===== src/otp_map.svh =====
// register indices, field positions, reset values and codes of the otp block
`ifndef OTP_MAP_SVH
`define OTP_MAP_SVH

// ****************************************************************
// register indices (byte address is four times the index)
// ****************************************************************
`define OTP_IDX_W 12
`define OTP_IDX_KEY1A 12'h0300
`define OTP_IDX_KEY1D 12'h0303
`define OTP_IDX_CTRL 12'h030B
`define OTP_IDX_DIN1 12'h0343
`define OTP_IDX_DIN9 12'h034B
`define OTP_IDX_TEST 12'h034C
`define OTP_IDX_KEY2A 12'h0352
`define OTP_IDX_KEY2D 12'h0355
`define OTP_IDX_DOUT1 12'h0510
`define OTP_IDX_DOUT9 12'h0518
`define OTP_IDX_STAT 12'h0600
`define OTP_IDX_IRQ_ST 12'h0601
`define OTP_IDX_IRQ_CLR 12'h0602
`define OTP_IDX_IRQ_EN 12'h0603

// ****************************************************************
// field positions
// ****************************************************************
`define OTP_CTRL_GO 0
`define OTP_CTRL_PAGE 1
`define OTP_TEST_EN 0
`define OTP_TEST_DIR 1
`define OTP_TEST_MANUAL 2
`define OTP_TEST_CLASS 3
`define OTP_EV_DONE 0
`define OTP_EV_REFUSED 1
`define OTP_EV_SEC 2
`define OTP_EV_DED 3

// ****************************************************************
// reset values, counts and bus answers
// ****************************************************************
`define OTP_BYTE_RST 8'h00
`define OTP_TEST_RST 4'h0
`define OTP_EV_RST 4'h0
`define OTP_KEY_DONE 3'h4
`define OTP_NBYTES 9
`define OTP_RESP_OKAY 2'b00
`define OTP_RESP_SLVERR 2'b10
// unlock codes: values are arbitrary
`define OTP_KEY1_CODE 32'h1357_9BDF
`define OTP_KEY2_CODE 32'h2468_ACE0

`endif


===== src/otp_pkg.sv =====
// types shared by the otp program and ecc test block
package otp_pkg;
  typedef enum logic [0:0] {
    OTP_IDLE = 1'b0,
    OTP_PROG = 1'b1
  } otp_state_type;
  typedef logic [7:0] otp_byte_type;
endpackage : otp_pkg


===== src/otp_prog_ecc.sv =====
// otp page programming control and ecc self-test with axi4-lite registers
// Overview of operation
// - page_select 0 programs page one, 1 page two
// - writing program_trigger 1 starts programming; 0 ready
// - trigger honoured only after both unlock keys
// - keys written bytes a to d; read zero
// - self-test outcome lands in nine result bytes
//
// Local design decision: the AXI4-Lite slave port.
`timescale 1ns/10ps
`include "otp_map.svh"
module otp_prog_ecc
  import otp_pkg::*;
#(
  parameter logic [31:0] KEY1 = `OTP_KEY1_CODE,
  parameter logic [31:0] KEY2 = `OTP_KEY2_CODE
) (
  // clock and reset
  input wire logic i_mclk,
  input wire logic i_reset,
  // axi4-lite write channels
  input wire logic [31:0] i_awaddr,
  input wire logic i_awvalid,
  output logic o_awready,
  input wire logic [31:0] i_wdata,
  input wire logic [3:0] i_wstrb,
  input wire logic i_wvalid,
  output logic o_wready,
  output logic [1:0] o_bresp,
  output logic o_bvalid,
  input wire logic i_bready,
  // axi4-lite read channels
  input wire logic [31:0] i_araddr,
  input wire logic i_arvalid,
  output logic o_arready,
  output logic [31:0] o_rdata,
  output logic [1:0] o_rresp,
  output logic o_rvalid,
  input wire logic i_rready,
  // otp array programming
  output logic o_prog_start,
  output logic o_prog_page,
  input wire logic i_prog_done,
  // normal otp read path
  input wire logic [71:0] i_otp_word,
  input wire logic i_otp_valid,
  output logic [63:0] o_otp_data,
  // interrupt
  output logic o_irq
);
  // ****************************************************************
  // axi4-lite slave
  // ****************************************************************
  logic aw_full;
  logic w_full;
  logic [`OTP_IDX_W-1:0] wr_idx;
  logic [7:0] wr_byte;
  logic wr_strb;
  logic wr_fire;
  logic wr_en;
  logic [`OTP_IDX_W-1:0] rd_idx;
  logic [31:0] rd_val;
  logic rd_ok;
  logic wr_ok;

  assign o_awready = ~aw_full;
  assign o_wready = ~w_full;
  assign o_arready = ~o_rvalid;
  assign wr_fire = aw_full & w_full & ~o_bvalid;
  assign wr_en = wr_fire & wr_strb;

  always_ff @(posedge i_mclk or posedge i_reset) begin
    if (i_reset) begin
      aw_full <= 1'b0;
      w_full <= 1'b0;
      wr_idx <= '0;
      wr_byte <= `OTP_BYTE_RST;
      wr_strb <= 1'b0;
    end else begin
      if (i_awvalid && !aw_full) begin
        aw_full <= 1'b1;
        wr_idx <= i_awaddr[`OTP_IDX_W+1:2];
      end else if (wr_fire) begin
        aw_full <= 1'b0;
      end
      if (i_wvalid && !w_full) begin
        w_full <= 1'b1;
        wr_byte <= i_wdata[7:0];
        wr_strb <= i_wstrb[0];
      end else if (wr_fire) begin
        w_full <= 1'b0;
      end
    end
  end

  always_ff @(posedge i_mclk or posedge i_reset) begin
    if (i_reset) begin
      o_bvalid <= 1'b0;
      o_bresp <= `OTP_RESP_OKAY;
    end else if (wr_fire) begin
      o_bvalid <= 1'b1;
      o_bresp <= wr_ok ? `OTP_RESP_OKAY : `OTP_RESP_SLVERR;
    end else if (i_bready) begin
      o_bvalid <= 1'b0;
    end
  end

  always_ff @(posedge i_mclk or posedge i_reset) begin
    if (i_reset) begin
      o_rvalid <= 1'b0;
      o_rdata <= '0;
      o_rresp <= `OTP_RESP_OKAY;
      rd_idx <= '0;
    end else if (i_arvalid && !o_rvalid) begin
      o_rvalid <= 1'b1;
      o_rdata <= rd_val;
      o_rresp <= rd_ok ? `OTP_RESP_OKAY : `OTP_RESP_SLVERR;
      rd_idx <= i_araddr[`OTP_IDX_W+1:2];
    end else if (i_rready) begin
      o_rvalid <= 1'b0;
    end
  end

  // ****************************************************************
  // unlock keys
  // ****************************************************************
  logic [2:0] key1_step;
  logic [2:0] key2_step;
  logic unlocked;
  logic hit_key1;
  logic hit_key2;
  logic trig_wr;
  logic accept;
  otp_state_type state;

  assign hit_key1 = wr_idx >= `OTP_IDX_KEY1A && wr_idx <= `OTP_IDX_KEY1D;
  assign hit_key2 = wr_idx >= `OTP_IDX_KEY2A && wr_idx <= `OTP_IDX_KEY2D;
  assign unlocked = key1_step == `OTP_KEY_DONE && key2_step == `OTP_KEY_DONE;
  assign trig_wr = wr_en && wr_idx == `OTP_IDX_CTRL && wr_byte[`OTP_CTRL_GO];
  assign accept = trig_wr && unlocked && state == OTP_IDLE;

  // a wrong byte, a skipped byte or a write outside both key ranges starts over
  always_ff @(posedge i_mclk or posedge i_reset) begin
    if (i_reset) begin
      key1_step <= '0;
      key2_step <= '0;
    end else if (wr_en) begin
      if (hit_key1) begin
        key1_step <= (wr_idx == `OTP_IDX_KEY1A + 12'(key1_step) &&
          wr_byte == KEY1[8*(3-key1_step[1:0]) +: 8]) ?
          key1_step + 3'h1 : 3'h0;
      end else if (hit_key2) begin
        key2_step <= (wr_idx == `OTP_IDX_KEY2A + 12'(key2_step) &&
          wr_byte == KEY2[8*(3-key2_step[1:0]) +: 8]) ?
          key2_step + 3'h1 : 3'h0;
      end else begin
        key1_step <= '0;
        key2_step <= '0;
      end
    end
  end

  // ****************************************************************
  // programming control
  // ****************************************************************
  logic page_select;

  always_ff @(posedge i_mclk or posedge i_reset) begin
    if (i_reset) begin
      page_select <= 1'b0;
    end else if (wr_en && wr_idx == `OTP_IDX_CTRL && state == OTP_IDLE) begin
      page_select <= wr_byte[`OTP_CTRL_PAGE];
    end
  end

  always_ff @(posedge i_mclk or posedge i_reset) begin
    if (i_reset) begin
      state <= OTP_IDLE;
      o_prog_start <= 1'b0;
      o_prog_page <= 1'b0;
    end else begin
      o_prog_start <= accept;
      case (state)
        OTP_IDLE: begin
          if (accept) begin
            state <= OTP_PROG;
            o_prog_page <= wr_byte[`OTP_CTRL_PAGE];
          end
        end
        OTP_PROG: begin
          if (i_prog_done) begin
            state <= OTP_IDLE;
          end
        end
        default: begin
          state <= OTP_IDLE;
        end
      endcase
    end
  end

  // ****************************************************************
  // ecc self-test
  // ****************************************************************
  otp_byte_type test_in [`OTP_NBYTES];
  otp_byte_type test_out [`OTP_NBYTES];
  logic [3:0] test_ctrl;
  logic [71:0] coder_in;
  logic [71:0] coder_out;
  logic coder_enc;
  logic coder_sec;
  logic coder_ded;
  logic ecc_en;

  assign ecc_en = test_ctrl[`OTP_TEST_EN];
  // disabled test leaves the coder on the live otp word
  assign coder_in = ecc_en ? {test_in[8], test_in[7], test_in[6],
    test_in[5], test_in[4], test_in[3], test_in[2], test_in[1],
    test_in[0]} : i_otp_word;
  assign coder_enc = ecc_en & test_ctrl[`OTP_TEST_DIR];

  otp_ecc_coder #(
    .DATA_W(64)
  ) u_coder (
    .i_word(coder_in),
    .i_encode(coder_enc),
    .o_result(coder_out),
    .o_sec(coder_sec),
    .o_ded(coder_ded)
  );

  always_ff @(posedge i_mclk or posedge i_reset) begin
    if (i_reset) begin
      test_ctrl <= `OTP_TEST_RST;
      for (int i = 0; i < `OTP_NBYTES; i++) begin
        test_in[i] <= `OTP_BYTE_RST;
      end
    end else if (wr_en) begin
      if (wr_idx == `OTP_IDX_TEST) begin
        test_ctrl <= wr_byte[3:0];
      end
      if (wr_idx >= `OTP_IDX_DIN1 && wr_idx <= `OTP_IDX_DIN9) begin
        test_in[4'(wr_idx - `OTP_IDX_DIN1)] <= wr_byte;
      end
    end
  end

  always_ff @(posedge i_mclk or posedge i_reset) begin
    if (i_reset) begin
      for (int i = 0; i < `OTP_NBYTES; i++) begin
        test_out[i] <= `OTP_BYTE_RST;
      end
    end else if (ecc_en) begin
      for (int i = 0; i < `OTP_NBYTES; i++) begin
        test_out[i] <= coder_out[8*i +: 8];
      end
    end
  end

  always_ff @(posedge i_mclk or posedge i_reset) begin
    if (i_reset) begin
      o_otp_data <= '0;
    end else if (i_otp_valid && !ecc_en) begin
      o_otp_data <= coder_out[63:0];
    end
  end

  // ****************************************************************
  // events and interrupt
  // ****************************************************************
  logic [3:0] ev_stat;
  logic [3:0] ev_en;
  logic [3:0] ev_set;
  logic test_sec;
  logic test_ded;

  // the fault class picks which detection the test may raise
  assign test_sec = ecc_en & ~test_ctrl[`OTP_TEST_CLASS] & coder_sec;
  assign test_ded = ecc_en & test_ctrl[`OTP_TEST_CLASS] & coder_ded;
  assign ev_set[`OTP_EV_DONE] = state == OTP_PROG && i_prog_done;
  assign ev_set[`OTP_EV_REFUSED] = trig_wr && !unlocked;
  assign ev_set[`OTP_EV_SEC] = test_sec | (i_otp_valid & ~ecc_en & coder_sec);
  assign ev_set[`OTP_EV_DED] = test_ded | (i_otp_valid & ~ecc_en & coder_ded);

  // a set in the clearing cycle wins
  always_ff @(posedge i_mclk or posedge i_reset) begin
    if (i_reset) begin
      ev_stat <= `OTP_EV_RST;
      ev_en <= `OTP_EV_RST;
    end else begin
      if (wr_en && wr_idx == `OTP_IDX_IRQ_CLR) begin
        ev_stat <= (ev_stat & ~wr_byte[3:0]) | ev_set;
      end else begin
        ev_stat <= ev_stat | ev_set;
      end
      if (wr_en && wr_idx == `OTP_IDX_IRQ_EN) begin
        ev_en <= wr_byte[3:0];
      end
    end
  end

  assign o_irq = |(ev_stat & ev_en);

  // ****************************************************************
  // read mux and write map
  // ****************************************************************
  logic [`OTP_IDX_W-1:0] ar_idx;

  assign ar_idx = i_araddr[`OTP_IDX_W+1:2];
  assign wr_ok = hit_key1 || hit_key2 || wr_idx == `OTP_IDX_CTRL ||
    wr_idx == `OTP_IDX_TEST || wr_idx == `OTP_IDX_IRQ_CLR ||
    wr_idx == `OTP_IDX_IRQ_EN ||
    (wr_idx >= `OTP_IDX_DIN1 && wr_idx <= `OTP_IDX_DIN9);

  always_comb begin
    rd_val = '0;
    rd_ok = 1'b1;
    if (ar_idx >= `OTP_IDX_DIN1 && ar_idx <= `OTP_IDX_DIN9) begin
      rd_val[7:0] = test_in[4'(ar_idx - `OTP_IDX_DIN1)];
    end else if (ar_idx >= `OTP_IDX_DOUT1 && ar_idx <= `OTP_IDX_DOUT9) begin
      rd_val[7:0] = test_out[4'(ar_idx - `OTP_IDX_DOUT1)];
    end else begin
      case (ar_idx)
        `OTP_IDX_CTRL: begin
          rd_val[`OTP_CTRL_PAGE] = page_select;
          rd_val[`OTP_CTRL_GO] = state == OTP_PROG;
        end
        `OTP_IDX_TEST: rd_val[3:0] = test_ctrl;
        `OTP_IDX_STAT: rd_val[1:0] = {unlocked, state == OTP_PROG};
        `OTP_IDX_IRQ_ST: rd_val[3:0] = ev_stat;
        `OTP_IDX_IRQ_EN: rd_val[3:0] = ev_en;
        default: begin
          // key registers read zero; clear register is write-only
          rd_ok = (ar_idx >= `OTP_IDX_KEY1A && ar_idx <= `OTP_IDX_KEY1D) ||
            (ar_idx >= `OTP_IDX_KEY2A && ar_idx <= `OTP_IDX_KEY2D) ||
            ar_idx == `OTP_IDX_IRQ_CLR;
        end
      endcase
    end
  end
endmodule : otp_prog_ecc


===== src/otp_ecc_coder.sv =====
// sec-ded encoder and decoder for 64 data bits plus 8 check bits
`timescale 1ns/10ps
module otp_ecc_coder
  import otp_pkg::*;
#(
  parameter int DATA_W = 64
) (
  // codeword in and mode
  input wire logic [DATA_W+7:0] i_word,
  input wire logic i_encode,
  // result and detections
  output logic [DATA_W+7:0] o_result,
  output logic o_sec,
  output logic o_ded
);
  // ****************************************************************
  // column code: distinct, never one-hot, so check bits stay apart
  // ****************************************************************
  function automatic logic [6:0] col(input int idx);
    logic [6:0] c;
    c = {1'b1, 6'(idx)};
    if (idx == 0) begin
      c = 7'h03;
    end
    return c;
  endfunction : col

  logic [6:0] calc;
  logic [6:0] syn;
  logic par;
  logic [DATA_W-1:0] fixed;

  always_comb begin
    calc = '0;
    for (int i = 0; i < DATA_W; i++) begin
      if (i_word[i]) begin
        calc = calc ^ col(i);
      end
    end
    syn = calc ^ i_word[DATA_W+6:DATA_W];
    par = ^i_word;
    fixed = i_word[DATA_W-1:0];
    for (int i = 0; i < DATA_W; i++) begin
      if (par && (col(i) == syn)) begin
        fixed[i] = ~fixed[i];
      end
    end
  end

  always_comb begin
    if (i_encode) begin
      o_result = {^{calc, i_word[DATA_W-1:0]}, calc, i_word[DATA_W-1:0]};
      o_sec = 1'b0;
      o_ded = 1'b0;
    end else begin
      o_result = {par, syn, fixed};
      o_sec = par;
      // even parity with a nonzero syndrome: two bits flipped
      o_ded = ~par & (syn != 7'h00);
    end
  end
endmodule : otp_ecc_coder


===== config.mk =====
export PLATFORM = sky130hd
export DESIGN_NAME = otp_prog_ecc
export DESIGN_NICKNAME = d
export VERILOG_FILES = /design/src/otp_pkg.sv /design/src/otp_prog_ecc.sv /design/src/otp_ecc_coder.sv
export VERILOG_INCLUDE_DIRS = /design/src /design/src/src
export SDC_FILE = /design/constraint.sdc
export NUM_CORES = 1
export LEC_CHECK = 0
export BUFFER_PORTS_ARGS = -buffer_cell sky130_fd_sc_hd__buf_2
export CAP_MARGIN = 25
export CORE_MARGIN = 5
export CORE_UTILIZATION = 52
export CTS_BUF_LIST = sky130_fd_sc_hd__clkbuf_16
export DETAILED_ROUTE_END_ITERATION = 6
export PLACE_DENSITY = 0.83
export SYNTH_ARGS = -nofsm -noshare
export SYNTH_HDL_FRONTEND = slang
export SYNTH_SLANG_ARGS = --single-unit

===== constraint.sdc =====
create_clock -name i_mclk -period 8.2 [get_ports i_mclk]
set_input_delay 1.23 -clock i_mclk [delete_from_list [all_inputs] [get_ports i_mclk]]
set_output_delay 1.23 -clock i_mclk [all_outputs]
set_load 0.02 [all_outputs]

==> results of run 1 <==
## per-stage QoR
stage               instance area (um^2)  std cells  worst slack [ps]
floorplan                          17200       1637              3470
global placement                   18200       2170              2590
detailed placement                 18200       2172              2550
CTS                                19100       2223              2930
global route                       19200       2227              2640
finish                             19200       2227              2770
## synth_stat cells, types with 3 or more instances
cell type                   instances  area share, %
sky130_fd_sc_hd__nor4_1            14           0.51
sky130_fd_sc_hd__xor3_2             3           0.44
sky130_fd_sc_hd__a21oi_1           87            2.6
sky130_fd_sc_hd__nor3_4             4           0.38
sky130_fd_sc_hd__nor2_1           102            2.2
sky130_fd_sc_hd__xor2_2             3           0.29
sky130_fd_sc_hd__o21ai_0           47            1.4
sky130_fd_sc_hd__a2111oi_0          5           0.26
sky130_fd_sc_hd__o21a_1             6           0.26
sky130_fd_sc_hd__and2_1             4           0.15
sky130_fd_sc_hd__clkbuf_1          71            1.6
sky130_fd_sc_hd__nand4_1           66            2.4
sky130_fd_sc_hd__nor3_1            10           0.29
sky130_fd_sc_hd__mux2_2           110            7.3
sky130_fd_sc_hd__o21ai_1           58            1.7
sky130_fd_sc_hd__nand3_1            8           0.23
sky130_fd_sc_hd__xor2_1           222             11
sky130_fd_sc_hd__mux4_2            29            3.8
sky130_fd_sc_hd__nor4_2             8           0.59
sky130_fd_sc_hd__xnor2_1          107            5.5
sky130_fd_sc_hd__nor4b_1            3           0.15
sky130_fd_sc_hd__and3_1             3           0.11
sky130_fd_sc_hd__xor3_1             3           0.42
sky130_fd_sc_hd__a211oi_1           3           0.13
sky130_fd_sc_hd__xnor2_2            4           0.38
sky130_fd_sc_hd__or4_1              3           0.13
sky130_fd_sc_hd__buf_1              7           0.15
sky130_fd_sc_hd__nand2_1          122            2.7
sky130_fd_sc_hd__buf_6              9           0.59
sky130_fd_sc_hd__nand2b_1           8           0.29
sky130_fd_sc_hd__ha_1              10           0.73
sky130_fd_sc_hd__nor2b_1           17           0.62
sky130_fd_sc_hd__o41ai_1            3           0.15
sky130_fd_sc_hd__inv_1             23           0.51
sky130_fd_sc_hd__dfrtp_1          265             39
sky130_fd_sc_hd__mux2i_1           60            3.5
sky130_fd_sc_hd__xnor3_1           26            3.4
sky130_fd_sc_hd__a22oi_1           13           0.57
sky130_fd_sc_hd__buf_4             29            1.3
sky130_fd_sc_hd__or3_1              3           0.11
## state kept, by name (all words and copies together) (netlist names)
signal,cells
test_out,72
o_otp_data,64
aw_full,1
o_bvalid,1
w_full,1
wr_byte,8
ev_en,4
test_in,72
o_prog_page,1
key2_step,3
wr_strb,1
o_rdata,8
o_bresp,1
state,1
key1_step,3
wr_idx,12
o_prog_start,1
page_select,1
o_rresp,1
o_rvalid,1
ev_stat,4
test_ctrl,4
## final cells by class
class,instances,area (um^2),area share [%]
Antenna cell,1,2.50,0.0131
Clock buffer,29,726,3.79
Clock inverter,22,180,0.940
Inverter,24,101,0.529
Multi-Input combinational cell,1228,9790,51.1
Sequential cell,265,6640,34.6
Tap cell,442,553,2.89
Timing Repair Buffer,216,1170,6.13
## cell usage in the layout, fill, tap and decap left out, types with 4 or more instances in the layout
cell                          n
sky130_fd_sc_hd__mux2i_1     60
sky130_fd_sc_hd__nand3_1      8
sky130_fd_sc_hd__mux4_2      29
sky130_fd_sc_hd__buf_4       17
sky130_fd_sc_hd__xor2_1     222
sky130_fd_sc_hd__nor2_1     102
sky130_fd_sc_hd__buf_2      196
sky130_fd_sc_hd__nand2_1    120
sky130_fd_sc_hd__nor4_1      14
sky130_fd_sc_hd__nor2b_1     17
sky130_fd_sc_hd__ha_1        10
sky130_fd_sc_hd__mux2_2     110
sky130_fd_sc_hd__o21ai_0     47
sky130_fd_sc_hd__xnor2_2      4
sky130_fd_sc_hd__nand4_1     66
sky130_fd_sc_hd__and2_1       4
sky130_fd_sc_hd__conb_1      26
sky130_fd_sc_hd__clkbuf_16   29
sky130_fd_sc_hd__nand2b_1     8
sky130_fd_sc_hd__nor4_2       8
sky130_fd_sc_hd__dfrtp_1    264
sky130_fd_sc_hd__nor3_1      10
sky130_fd_sc_hd__a21oi_1     87
sky130_fd_sc_hd__xnor2_1    107
sky130_fd_sc_hd__a2111oi_0    5
sky130_fd_sc_hd__a22oi_1     13
sky130_fd_sc_hd__o21ai_1     58
sky130_fd_sc_hd__o21a_1       6
sky130_fd_sc_hd__inv_1       31
sky130_fd_sc_hd__xnor3_1     25
sky130_fd_sc_hd__nor3_4       4
sky130_fd_sc_hd__clkinv_2     4
## per-layer routing
layer	vias up	track usage, %
met4	0	13.7
met5	-	0
met3	154	5.55
li1	5879	-
met2	761	45.1
met1	6513	38.6
## where the power goes
group / internal [mW] / total, mW / switching (mW)
registers: 1.49 / 1.74 / 0.251
clock network: 0.731 / 1.27 / 0.538
logic: 0.942 / 2.94 / 2.00
total: 3.16 / 5.95 / 2.79
## how the worst min path moves through the flow
stage | from | to | depth (start not counted)
3_3_place_gp | o_otp_data[28] | o_otp_data[28] | 2
5_1_grt | o_otp_data[34] | o_otp_data[34] | 2
4_1_cts | o_otp_data[28] | o_otp_data[28] | 2
6_report | o_otp_data[28] | o_otp_data[28] | 2
3_5_place_dp | o_otp_data[28] | o_otp_data[28] | 2
2_1_floorplan | test_out[7] | test_out[7] | 2
## logic make-up (layout without fill, tap and decap cells)
group / count (synthesis) / in the layout / synth area share [%]
simple gates: 386 / 386 / 11.5
xor+xnor: 369 / 369 / 22.0
flops: 265 / 265 / 38.8
compound gates: 236 / 236 / 7.71
mux: 201 / 201 / 14.8
buf+inv: 144 / 291 / 4.42
fa+ha+maj: 10 / 10 / 0.733
other cells: 1 / 27 / 0.0220
## critical path, stage by stage, from the launching register on
cell                      delay (ps)
sky130_fd_sc_hd__dfrtp_4         620
sky130_fd_sc_hd__inv_8           460
sky130_fd_sc_hd__mux2i_1         500
sky130_fd_sc_hd__xnor3_1         520
sky130_fd_sc_hd__xnor2_2         290
sky130_fd_sc_hd__xnor3_1         600
sky130_fd_sc_hd__xor2_1          300
sky130_fd_sc_hd__nor4_2          900
sky130_fd_sc_hd__nand4_1         580
sky130_fd_sc_hd__xor2_1          310
sky130_fd_sc_hd__a21oi_1         100
==> impl_metrics.prom, run 1 <==
# TYPE chip_impl_metric gauge
chip_impl_info{name="outcome",value="complete, no violations"} 1
chip_impl_info{name="cts.root.buffer_cell",value="sky130_fd_sc_hd__clkbuf_16"} 1
chip_impl_metric{name="avgRoutedWirePerCell",unit="um"} 24.0
chip_impl_metric{name="numClockSinks",unit=""} 265
chip_impl_metric{name="cts_resized",unit=""} 0
chip_impl_metric{name="data_required_time_of_the_worst_path",unit="ps"} 8600
chip_impl_info{name="timing.critical_path.from",value="test_ctrl[0]"} 1
chip_impl_info{name="worstReg2RegEnd",value="test_out[38]"} 1
chip_impl_info{name="critical_path_class",value="register to register"} 1
chip_impl_metric{name="yosys_warnings",unit=""} 0
chip_impl_metric{name="critical_path_arrival",unit="ps"} 5820
chip_impl_metric{name="clkLatencyLatePin",unit="ps"} 560
chip_impl_metric{name="top_fanout_value_on_the_critical_path",unit=""} 62
chip_impl_metric{name="area_delta_synth_final",unit="%"} 12.3
chip_impl_metric{name="total_of_flip_flops_plus_latches_after_synthesis",unit=""} 265
chip_impl_metric{name="num-nets-final",unit=""} 1955
chip_impl_metric{name="peakVddDrop",unit="mV"} 0.462
chip_impl_metric{name="met2_wirelength",unit="um"} 24300
chip_impl_metric{name="number_of_hold_buffers_added_after_cts",unit=""} 0
chip_impl_metric{name="grt_first_pass_wirelength",unit="um"} 80300
chip_impl_metric{name="num_io_pins",unit=""} 289
chip_impl_metric{name="synth_seq_area_share",unit="%"} 38.8
chip_impl_metric{name="p_total",unit="mW"} 5.95
chip_impl_metric{name="max_freq",unit="GHz"} 0.184
chip_impl_info{name="cts_tree",value="built"} 1
chip_impl_info{name="rsz0062_at_grt",value="no"} 1
chip_impl_info{name="timing.critical_path.to",value="test_out[38]"} 1
chip_impl_metric{name="ff2ff_setup_slack",unit="ps"} 2770
chip_impl_metric{name="floorplan.die.height",unit="um"} 191
chip_impl_metric{name="maxSlewViolCount",unit=""} 0
chip_impl_metric{name="post_route_cells_drive_above_1_share",unit="%"} 24.1
chip_impl_metric{name="drt_antenna_net_count",unit=""} 0
chip_impl_metric{name="cts-buffers-inserted",unit=""} 29
chip_impl_metric{name="synth_edf_count",unit=""} 0
chip_impl_metric{name="post_cts.repair.setup_buffers",unit=""} 0
chip_impl_info{name="postSynth.topFlopCell",value="sky130_fd_sc_hd__dfrtp_1"} 1
chip_impl_metric{name="drt-total-wl",unit="um"} 53400
chip_impl_metric{name="dr_total_vias",unit=""} 13300
chip_impl_metric{name="cell_count_after_synthesis",unit=""} 1612
chip_impl_metric{name="post-route-period-util",unit="%"} 66.2
chip_impl_metric{name="fillers",unit=""} 2750
chip_impl_metric{name="die-area",unit="um^2"} 36600
chip_impl_metric{name="min_tclk_post_route",unit="ps"} 5430
chip_impl_metric{name="grt.overflow.total",unit=""} 0
chip_impl_metric{name="powerDensity",unit="nW/um^2"} 310
chip_impl_metric{name="grt_antenna_before_repair",unit=""} 1
chip_impl_metric{name="numPortBuffers",unit=""} 195
chip_impl_metric{name="grt_util_all_layers",unit="%"} 28.7
chip_impl_metric{name="first_global_vias",unit=""} 13300
chip_impl_metric{name="floorplan.core_area",unit="um^2"} 32500
chip_impl_metric{name="max_cap_viol_count",unit=""} 0
chip_impl_metric{name="drc_errors",unit=""} 0
chip_impl_info{name="type_of_element_capturing_the_critical_path",value="register"} 1
chip_impl_metric{name="slew_headroom",unit="%"} 25.6
chip_impl_metric{name="finalCoreUtilization",unit="%"} 59.1
chip_impl_metric{name="initial_utilization",unit="%"} 52.6
chip_impl_metric{name="total_leakage_power",unit="nW"} 8.88
chip_impl_info{name="routed.top_layer",value="met4"} 1
chip_impl_metric{name="setup_total_negative_slack",unit="ps"} 0
chip_impl_metric{name="post_synth.cell_area_avg",unit="um^2"} 10.6
chip_impl_metric{name="h-tree-depth",unit=""} 1
chip_impl_metric{name="die-width",unit="um"} 191
chip_impl_metric{name="max_slew.worst_pin.slew",unit="ps"} 1110
chip_impl_metric{name="final_setup_fails",unit=""} 0
chip_impl_metric{name="post_synth_design_cell_area",unit="um^2"} 17100
chip_impl_metric{name="synth-async-reset-ratio",unit="%"} 100
chip_impl_metric{name="met3_length",unit="um"} 4960
chip_impl_metric{name="met1Wirelength",unit="um"} 21000
chip_impl_metric{name="finalClockSkew",unit="ps"} 22.7
chip_impl_metric{name="clock_path_buffers",unit=""} 3
chip_impl_info{name="regToRegStartpoint",value="test_ctrl[0]"} 1
chip_impl_metric{name="row_count",unit=""} 66
chip_impl_metric{name="drt-initial-drc-count",unit=""} 1479
chip_impl_metric{name="synth.distinct_cells",unit=""} 66
chip_impl_info{name="min-delay-path-class",value="register to register"} 1
chip_impl_metric{name="clk_pin_slew_worst_paths",unit="ps"} 60
chip_impl_metric{name="report.final.hold_viol_count",unit=""} 0
chip_impl_metric{name="hold_slack",unit="ps"} 473
chip_impl_metric{name="globalplace.congestion",unit=""} 0.946
chip_impl_metric{name="grt_start_max_net_pins",unit=""} 98
chip_impl_metric{name="detailed_route_vias_per_instance",unit=""} 5.98
chip_impl_metric{name="r2r.worst_path.cells",unit=""} 10
chip_impl_info{name="setup.worst_path.start_class",value="register"} 1
chip_impl_metric{name="detailed_routing_iteration_count_for_the_pre_antenna_repair_pass",unit=""} 6
chip_impl_metric{name="detailed_place_hpwl",unit="um"} 40200
Note: power is estimated with default switching activity, not from simulation.
==> run 2, diff against run 1 <==
==> constraint.sdc (replaced) <==
create_clock -name i_mclk -period 4.6 [get_ports i_mclk]
set_input_delay 0.69 -clock i_mclk [delete_from_list [all_inputs] [get_ports i_mclk]]
set_output_delay 0.69 -clock i_mclk [all_outputs]
set_load 0.02 [all_outputs]
==> impl_metrics.prom, run 2 (synthesized netlist as in run 1, its figures left out) <==
# TYPE chip_impl_metric gauge
chip_impl_info{name="failed_checks",value="setup timing"} 1
chip_impl_metric{name="part_of_the_power_in_the_clock_network",unit="%"} 20.6
chip_impl_metric{name="r2r.worst_path.cells",unit=""} 11
chip_impl_metric{name="first_global_vias",unit=""} 13500
chip_impl_metric{name="maxSlewViolCount",unit=""} 0
chip_impl_metric{name="grt_util_all_layers",unit="%"} 28.8
chip_impl_info{name="timing.critical_path.to",value="test_out[53]"} 1
chip_impl_info{name="regToRegStartpoint",value="test_ctrl[0]"} 1
chip_impl_metric{name="final_setup_fails",unit=""} 4
chip_impl_metric{name="numPortBuffers",unit=""} 195
chip_impl_metric{name="fillers",unit=""} 2637
chip_impl_metric{name="ff2ff_setup_slack",unit="ps"} -110
chip_impl_metric{name="post_route_cells_drive_above_1_share",unit="%"} 26.4
chip_impl_info{name="outcome",value="finished with violations"} 1
chip_impl_metric{name="dr_total_vias",unit=""} 13500
chip_impl_metric{name="min_tclk_post_route",unit="ps"} 4710
chip_impl_info{name="min-delay-path-class",value="primary input to async pin"} 1
chip_impl_info{name="worstReg2RegEnd",value="test_out[53]"} 1
chip_impl_metric{name="row_count",unit=""} 66
chip_impl_metric{name="clock_path_buffers",unit=""} 3
chip_impl_metric{name="powerDensity",unit="nW/um^2"} 586
chip_impl_metric{name="floorplan.core_area",unit="um^2"} 32500
chip_impl_metric{name="top_fanout_value_on_the_critical_path",unit=""} 19
chip_impl_metric{name="fin_ws",unit="ps"} -109
chip_impl_metric{name="max_slew.worst_pin.slew",unit="ps"} 1090
chip_impl_metric{name="grt_first_pass_wirelength",unit="um"} 80400
chip_impl_metric{name="post_cts.repair.setup_buffers",unit=""} 0
chip_impl_metric{name="cts-buffers-inserted",unit=""} 29
chip_impl_metric{name="post-route-period-util",unit="%"} 102
chip_impl_info{name="layout_commonest_cell",value="sky130_fd_sc_hd__dfrtp_1"} 1
chip_impl_metric{name="floorplan.die.height",unit="um"} 191
chip_impl_metric{name="finalCoreUtilization",unit="%"} 60.5
chip_impl_metric{name="drt_antenna_net_count",unit=""} 0
chip_impl_metric{name="combinationalPowerShare",unit="%"} 52.4
chip_impl_metric{name="detailed_routing_iteration_count_for_the_pre_antenna_repair_pass",unit=""} 6
chip_impl_info{name="critical_path_class",value="register to register"} 1
chip_impl_metric{name="detailed_place_hpwl",unit="um"} 40400
chip_impl_metric{name="max_cap_viol_count",unit=""} 0
chip_impl_metric{name="numClockSinks",unit=""} 265
chip_impl_metric{name="grt_antenna_before_repair",unit=""} 0
chip_impl_metric{name="slew_headroom",unit="%"} 26.7
chip_impl_metric{name="drt-initial-drc-count",unit=""} 1575
chip_impl_metric{name="max_freq",unit="GHz"} 0.212
chip_impl_metric{name="clk_pin_slew_worst_paths",unit="ps"} 60
chip_impl_info{name="top_regs",value="test_in x72, test_out x72, o_otp_data x64"} 1
chip_impl_info{name="cts.root.buffer_cell",value="sky130_fd_sc_hd__clkbuf_16"} 1
chip_impl_metric{name="globalplace.congestion",unit=""} 1.03
chip_impl_metric{name="register_share_of_total_power",unit="%"} 27.0
chip_impl_metric{name="grt_start_max_net_pins",unit=""} 153
chip_impl_metric{name="post-route-cell-area",unit="um^2"} 19600
chip_impl_info{name="timing.critical_path.from",value="test_ctrl[0]"} 1
chip_impl_metric{name="clkLatencyLatePin",unit="ps"} 560
chip_impl_metric{name="cts_resized",unit=""} 0
chip_impl_info{name="rsz0062_at_grt",value="yes"} 1
chip_impl_info{name="cts_tree",value="built"} 1
chip_impl_info{name="setup.worst_path.start_class",value="register"} 1
chip_impl_metric{name="peakVddDrop",unit="mV"} 0.670
chip_impl_metric{name="finalClockSkew",unit="ps"} 24.4
chip_impl_metric{name="initial_utilization",unit="%"} 52.6
chip_impl_metric{name="switching_power",unit="mW"} 5.10
chip_impl_metric{name="data_required_time_of_the_worst_path",unit="ps"} 4980
chip_impl_info{name="most-common-layout-cells",value="sky130_fd_sc_hd__dfrtp_1 (264), sky130_fd_sc_hd__xor2_1 (222), sky130_fd_sc_hd__buf_2 (195), sky130_fd_sc_hd__nand2_1 (120), sky130_fd_sc_hd__mux2_2 (110)"} 1
chip_impl_info{name="type_of_element_capturing_the_critical_path",value="register"} 1
chip_impl_metric{name="area_delta_synth_final",unit="%"} 15.1
chip_impl_metric{name="placement.cell_area",unit="um^2"} 18700
chip_impl_metric{name="die-area",unit="um^2"} 36600
chip_impl_metric{name="critical_path_arrival",unit="ps"} 5080
chip_impl_metric{name="total_leakage_power",unit="nW"} 9.14
chip_impl_metric{name="num-nets-final",unit=""} 2003
chip_impl_metric{name="report.final.hold_viol_count",unit=""} 0
chip_impl_metric{name="grt.overflow.total",unit=""} 0
chip_impl_metric{name="num_io_pins",unit=""} 289
chip_impl_metric{name="h-tree-depth",unit=""} 1
chip_impl_metric{name="cell_internal_pwr",unit="mW"} 6.41
chip_impl_metric{name="detailed_route_vias_per_instance",unit=""} 5.92
chip_impl_metric{name="drc_errors",unit=""} 0
chip_impl_metric{name="avgRoutedWirePerCell",unit="um"} 23.5
chip_impl_metric{name="antenna-diode-count",unit=""} 0
chip_impl_metric{name="number_of_hold_buffers_added_after_cts",unit=""} 0
chip_impl_metric{name="power_switching_share",unit="%"} 44.3
chip_impl_metric{name="drt-total-wl",unit="um"} 53400
chip_impl_metric{name="die-width",unit="um"} 191
-- run 2: cell types whose count changed in the layout (fill, tap and decap cells not counted), moves of 2 or more --
cell / previous run / this run
sky130_fd_sc_hd__bufinv_16: 3 / 5
sky130_fd_sc_hd__clkinv_1: 3 / 5
sky130_fd_sc_hd__buf_4: 17 / 61
sky130_fd_sc_hd__buf_12: 0 / 8
sky130_fd_sc_hd__clkinv_2: 4 / 7
sky130_fd_sc_hd__inv_1: 31 / 26
sky130_fd_sc_hd__buf_16: 2 / 0
-- run 2: worst min-delay path by stage --
stage / to / slack, ps / cells past startpoint / from
2_1_floorplan: test_out[7] / 460 / 2 / test_out[7]
3_3_place_gp: o_otp_data[28] / 460 / 2 / o_otp_data[28]
3_5_place_dp: o_otp_data[37] / 470 / 2 / o_otp_data[37]
4_1_cts: wr_byte[1] / 100 / 2 / i_reset
5_1_grt: wr_byte[5] / 110 / 2 / i_reset
6_report: wr_byte[1] / 100 / 2 / i_reset
-- run 2: per-layer routing --
metal | GRT usage (%) | part of all wire, % | vias to the layer above
li1 | - | - | 5971
met1 | 39.4 | 40 | 6590
met2 | 44.8 | 45 | 754
met4 | 13.5 | 5.4 | 0
met5 | 0 | 0 | -
met3 | 5.00 | 9.8 | 150
-- run 2: power groups by stage --
stage,sequential (mW),clock (mW),combinational [mW]
floorplan,3.02,0,3.97
global placement,3.10,0,5.72
detailed placement,3.13,0,5.81
CTS,3.09,2.41,5.83
global route,3.15,2.51,6.27
finish,3.11,2.37,6.03
-- run 2: worst max-delay path, stage by stage (launching register included) --
cell and delay (ps):
sky130_fd_sc_hd__dfrtp_4 550, sky130_fd_sc_hd__inv_8 220, sky130_fd_sc_hd__buf_12 180, sky130_fd_sc_hd__mux2i_1 310
sky130_fd_sc_hd__xnor2_1 260, sky130_fd_sc_hd__xor2_2 390, sky130_fd_sc_hd__xnor3_1 450, sky130_fd_sc_hd__xnor3_1 300
sky130_fd_sc_hd__nor4_1 950, sky130_fd_sc_hd__nand4_1 480, sky130_fd_sc_hd__xor2_1 310, sky130_fd_sc_hd__a21oi_1 120
-- run 2: through the flow --
step | hold slack, ps | instances | setup TNS (ps) | worst slack [ps] | power [mW]
2_1_floorplan | 464 | 1637 | 0 | 412 | 6.99
3_3_place_gp | 458 | 2221 | 0 | 31.5 | 8.82
3_5_place_dp | 471 | 2221 | -46.8 | -43.7 | 8.93
4_1_cts | 97.1 | 2272 | 0 | 25.4 | 11.3
5_1_grt | 110 | 2274 | -92.5 | -51.4 | 11.9
6_report | 98.1 | 2274 | -225 | -109 | 11.5
-- run 2: area by class of cell --
class	count	area (um^2)	area share, %
Clock buffer	29	726	3.69
Clock inverter	22	226	1.15
Inverter	24	101	0.516
Multi-Input combinational cell	1228	9810	49.9
Sequential cell	265	6640	33.8
Tap cell	442	553	2.81
Timing Repair Buffer	264	1590	8.11
==> run 3, diff against run 2 <==
--- a/config.mk
+++ b/config.mk
@@ -6,13 +6,14 @@
 export SDC_FILE = /design/constraint.sdc
 export NUM_CORES = 1
 export LEC_CHECK = 0
+export ABC_AREA = 1
 export BUFFER_PORTS_ARGS = -buffer_cell sky130_fd_sc_hd__buf_2
 export CAP_MARGIN = 25
 export CORE_MARGIN = 5
 export CORE_UTILIZATION = 52
 export CTS_BUF_LIST = sky130_fd_sc_hd__clkbuf_16
 export DETAILED_ROUTE_END_ITERATION = 6
-export PLACE_DENSITY = 0.83
+export PLACE_DENSITY = 0.82
 export SYNTH_ARGS = -nofsm -noshare
 export SYNTH_HDL_FRONTEND = slang
 export SYNTH_SLANG_ARGS = --single-unit
==> impl_metrics.prom, run 3 <==
# TYPE chip_impl_metric gauge
chip_impl_metric{name="max_slew.worst_pin.slew",unit="ps"} 939
chip_impl_metric{name="clkLatencyLatePin",unit="ps"} 570
chip_impl_metric{name="finalClockSkew",unit="ps"} 18.4
chip_impl_metric{name="drt-initial-drc-count",unit=""} 2207
chip_impl_metric{name="yosys_warnings",unit=""} 0
chip_impl_metric{name="powerDensity",unit="nW/um^2"} 376
chip_impl_metric{name="slew_headroom",unit="%"} 37.4
chip_impl_metric{name="ff2ff_setup_slack",unit="ps"} 320
chip_impl_metric{name="num_io_pins",unit=""} 289
chip_impl_metric{name="post_synth.cell_area_avg",unit="um^2"} 6.31
chip_impl_metric{name="synth.distinct_cells",unit=""} 50
chip_impl_metric{name="initial_utilization",unit="%"} 52.7
chip_impl_metric{name="post-route-period-util",unit="%"} 93.1
chip_impl_metric{name="post_route_cells_drive_above_1_share",unit="%"} 11.0
chip_impl_info{name="crit_path_top_delay_cell",value="sky130_fd_sc_hd__o21ai_0"} 1
chip_impl_metric{name="cell_count_after_synthesis",unit=""} 2884
chip_impl_metric{name="post-route-cell-area",unit="um^2"} 20500
chip_impl_info{name="cts.root.buffer_cell",value="sky130_fd_sc_hd__clkbuf_16"} 1
chip_impl_metric{name="grt_first_pass_wirelength",unit="um"} 105000
chip_impl_info{name="postSynth.topFlopCell",value="sky130_fd_sc_hd__dfrtp_1"} 1
chip_impl_metric{name="floorplan.die.height",unit="um"} 197
chip_impl_metric{name="peakVddDrop",unit="mV"} 0.419
chip_impl_metric{name="critical_path_arrival",unit="ps"} 4690
chip_impl_metric{name="first_global_vias",unit=""} 17700
chip_impl_info{name="ys_top_cells_by_area",value="sky130_fd_sc_hd__dfrtp_1 (36%), sky130_fd_sc_hd__nand2_1 (25%), sky130_fd_sc_hd__a21oi_1 (5.3%)"} 1
chip_impl_info{name="most-common-layout-cells",value="sky130_fd_sc_hd__nand2_1 (1215), sky130_fd_sc_hd__dfrtp_1 (264), sky130_fd_sc_hd__inv_1 (253), sky130_fd_sc_hd__nor2_1 (236), sky130_fd_sc_hd__buf_2 (195)"} 1
chip_impl_metric{name="globalplace.congestion",unit=""} 1.04
chip_impl_metric{name="critPathMaxStageDelay",unit="ps"} 590
chip_impl_metric{name="area_delta_synth_final",unit="%"} 12.7
chip_impl_metric{name="fillers",unit=""} 3288
chip_impl_metric{name="grt_start_max_net_pins",unit=""} 112
chip_impl_metric{name="die-area",unit="um^2"} 38800
chip_impl_metric{name="numPortBuffers",unit=""} 195
chip_impl_metric{name="antenna-diode-count",unit=""} 0
chip_impl_info{name="min-delay-path-class",value="primary input to async pin"} 1
chip_impl_metric{name="h-tree-depth",unit=""} 1
chip_impl_info{name="post-synth-top-count-cell",value="sky130_fd_sc_hd__nand2_1"} 1
chip_impl_metric{name="avgRoutedWirePerCell",unit="um"} 20.3
chip_impl_metric{name="maxSlewViolCount",unit=""} 0
chip_impl_metric{name="clk_pin_slew_worst_paths",unit="ps"} 70
chip_impl_metric{name="grt_antenna_before_repair",unit=""} 0
chip_impl_metric{name="drt-total-wl",unit="um"} 71400
chip_impl_metric{name="die-width",unit="um"} 197
chip_impl_metric{name="max_cap_viol_count",unit=""} 0
chip_impl_metric{name="detailed_route_vias_per_instance",unit=""} 5.61
chip_impl_metric{name="floorplan.core_area",unit="um^2"} 34500
chip_impl_metric{name="detailed_routing_iteration_count_for_the_pre_antenna_repair_pass",unit=""} 6
chip_impl_info{name="timing.critical_path.from",value="test_ctrl[0]"} 1
chip_impl_metric{name="total_leakage_power",unit="nW"} 10.5
chip_impl_metric{name="numClockSinks",unit=""} 265
chip_impl_info{name="outcome",value="complete, no violations"} 1
chip_impl_metric{name="r2r.worst_path.cells",unit=""} 22
chip_impl_info{name="library_cell_with_the_largest_summed_area_after_synthesis",value="sky130_fd_sc_hd__dfrtp_1"} 1
chip_impl_metric{name="yosysTopAreaCellShare",unit="%"} 36.5
chip_impl_info{name="critical_path_class",value="register to register"} 1
chip_impl_metric{name="post_synth_design_cell_area",unit="um^2"} 18200
chip_impl_metric{name="grt.overflow.total",unit=""} 0
chip_impl_metric{name="synth_seq_area_share",unit="%"} 36.5
chip_impl_metric{name="num-nets-final",unit=""} 3226
chip_impl_metric{name="placement.cell_area",unit="um^2"} 19400
chip_impl_info{name="cp_cell_sequence",value="buf_16, o21ai_0, nand2_1, nand2_1, nand2_1, nand2_1, nand2_1, nand2_1, nand2_1, nand2_1, nand2_1, nand2_2, nand3_1, nand3_1, nand2_2, nor2_8, nand2_2, nor2_4, buf_4, nand3_1, nand2_1, a21oi_1"} 1
chip_impl_info{name="top_regs",value="test_in x72, test_out x72, o_otp_data x64"} 1
chip_impl_metric{name="report.final.hold_viol_count",unit=""} 0
chip_impl_metric{name="detailed_place_hpwl",unit="um"} 56500
chip_impl_metric{name="finalCoreUtilization",unit="%"} 59.3
chip_impl_info{name="worst_path_most_repeated_cell",value="sky130_fd_sc_hd__nand2_1"} 1
chip_impl_metric{name="cts-buffers-inserted",unit=""} 29
chip_impl_metric{name="data_required_time_of_the_worst_path",unit="ps"} 5010
chip_impl_metric{name="top_fanout_value_on_the_critical_path",unit=""} 54
chip_impl_metric{name="total_of_flip_flops_plus_latches_after_synthesis",unit=""} 265
chip_impl_metric{name="final_setup_fails",unit=""} 0
chip_impl_metric{name="dr_total_vias",unit=""} 19700
chip_impl_metric{name="post_cts.repair.setup_buffers",unit=""} 0
chip_impl_info{name="worstReg2RegEnd",value="test_out[15]"} 1
chip_impl_info{name="rsz0062_at_grt",value="no"} 1
chip_impl_metric{name="synth_edf_count",unit=""} 0
chip_impl_info{name="regToRegStartpoint",value="test_ctrl[0]"} 1
chip_impl_info{name="layout_commonest_cell",value="sky130_fd_sc_hd__nand2_1"} 1
chip_impl_info{name="synthTopCellsByCount",value="sky130_fd_sc_hd__nand2_1 (1215), sky130_fd_sc_hd__dfrtp_1 (265), sky130_fd_sc_hd__inv_1 (252)"} 1
chip_impl_metric{name="max_freq",unit="GHz"} 0.233
chip_impl_metric{name="hold_slack",unit="ps"} 253
chip_impl_metric{name="grt_util_all_layers",unit="%"} 35.5
chip_impl_metric{name="min_tclk_post_route",unit="ps"} 4280
chip_impl_metric{name="row_count",unit=""} 68
chip_impl_metric{name="drt_antenna_net_count",unit=""} 0
chip_impl_metric{name="setup_total_negative_slack",unit="ps"} 0
chip_impl_metric{name="drc_errors",unit=""} 0
chip_impl_info{name="setup.worst_path.start_class",value="register"} 1
chip_impl_info{name="cts_tree",value="built"} 1
chip_impl_info{name="type_of_element_capturing_the_critical_path",value="register"} 1
chip_impl_metric{name="synth-async-reset-ratio",unit="%"} 100
chip_impl_metric{name="clock_path_buffers",unit=""} 3
## run 3: cell count changes after synthesis, moves of 29 or more
cell                      delta
sky130_fd_sc_hd__nand4_1    -43
sky130_fd_sc_hd__xnor2_1    -75
sky130_fd_sc_hd__inv_1     +229
sky130_fd_sc_hd__nor2_1    +134
sky130_fd_sc_hd__mux4_2     -29
sky130_fd_sc_hd__nand2_1  +1093
sky130_fd_sc_hd__a21oi_1   +107
sky130_fd_sc_hd__mux2_2    -107
sky130_fd_sc_hd__xor2_1    -214
sky130_fd_sc_hd__mux2i_1    -60
sky130_fd_sc_hd__o21ai_1    -37
sky130_fd_sc_hd__o21ai_0   +128
sky130_fd_sc_hd__nand3_1   +164
## run 3: cell type report
cell class / instances / area, um^2 / share of cell area, %
sequential: 265 / 6640 / 32.4
multi-input combinational: 2232 / 9880 / 48.2
inverter: 269 / 1020 / 4.96
clock buffer: 29 / 726 / 3.54
tap: 455 / 569 / 2.78
clock inverter: 24 / 282 / 1.37
timing repair buffer: 238 / 1390 / 6.76
## run 3: cells by family (layout without fill, tap and decap cells)
logic type,count (synthesis),count (layout),synth area share [%]
other cells,1,26,0.0206
fa+ha+maj,10,10,0.688
buf+inv,412,560,9.78
xor+xnor,42,42,2.10
simple gates,1707,1707,37.6
flops,265,265,36.5
mux,3,3,0.186
compound gates,444,444,13.1
## run 3: per-stage QoR
stage / std cells / setup slack, ps / power [mW]
2_1_floorplan: 2909 / 412 / 4.34
3_3_place_gp: 3458 / 477 / 5.15
3_5_place_dp: 3458 / 404 / 5.20
4_1_cts: 3511 / 391 / 7.68
5_1_grt: 3512 / 19.9 / 8.08
6_report: 3512 / 316 / 7.71
## run 3: repair_timing
action,4_1_cts,5_1_grt
gates resized for setup,0,4
hold buffers,0,0
endpoints found under the setup margin,0,15
## run 3: how the worst max path moves through the flow
stage | end | slack, ps | cells after the start
final | test_out[15] | 320 | 22
after global routing | test_out[30] | 20 | 25
after CTS | test_out[36] | 390 | 22
after detailed placement | test_out[36] | 400 | 22
after global placement | o_otp_data[36] | 480 | 22
after floorplan | aw_full | 410 | 1
## run 3: routing by layer
| layer | GRT usage [%] | routed length, um | vias to the layer above | part of all wire (%) |
|---|---|---|---|---|
| li1 | - | - | 9397 | - |
| met1 | 49.4 | 29500 | 9211 | 41 |
| met3 | 5.51 | 6520 | 164 | 9.1 |
| met2 | 55.8 | 31900 | 945 | 45 |
| met4 | 14.4 | 3470 | 0 | 4.9 |
| met5 | 0 | 0 | - | 0 |
## run 3: power breakdown
group / switching (mW) / leakage (nW) / internal (mW)
logic: 1.86 / 6.93 / 0.667
clock network: 1.00 / 0.507 / 1.49
registers: 0.160 / 3.04 / 2.54
## run 3: critical path, delay by kind of cell, from the launching register on
| kind | cells | cell delay (ps) |
|---|---|---|
| and+or+nand+nor | 18 | 2280 |
| buffers and inverters | 2 | 560 |
| AOI/OAI and AO/OA | 2 | 700 |
| DFF | 1 | 560 |
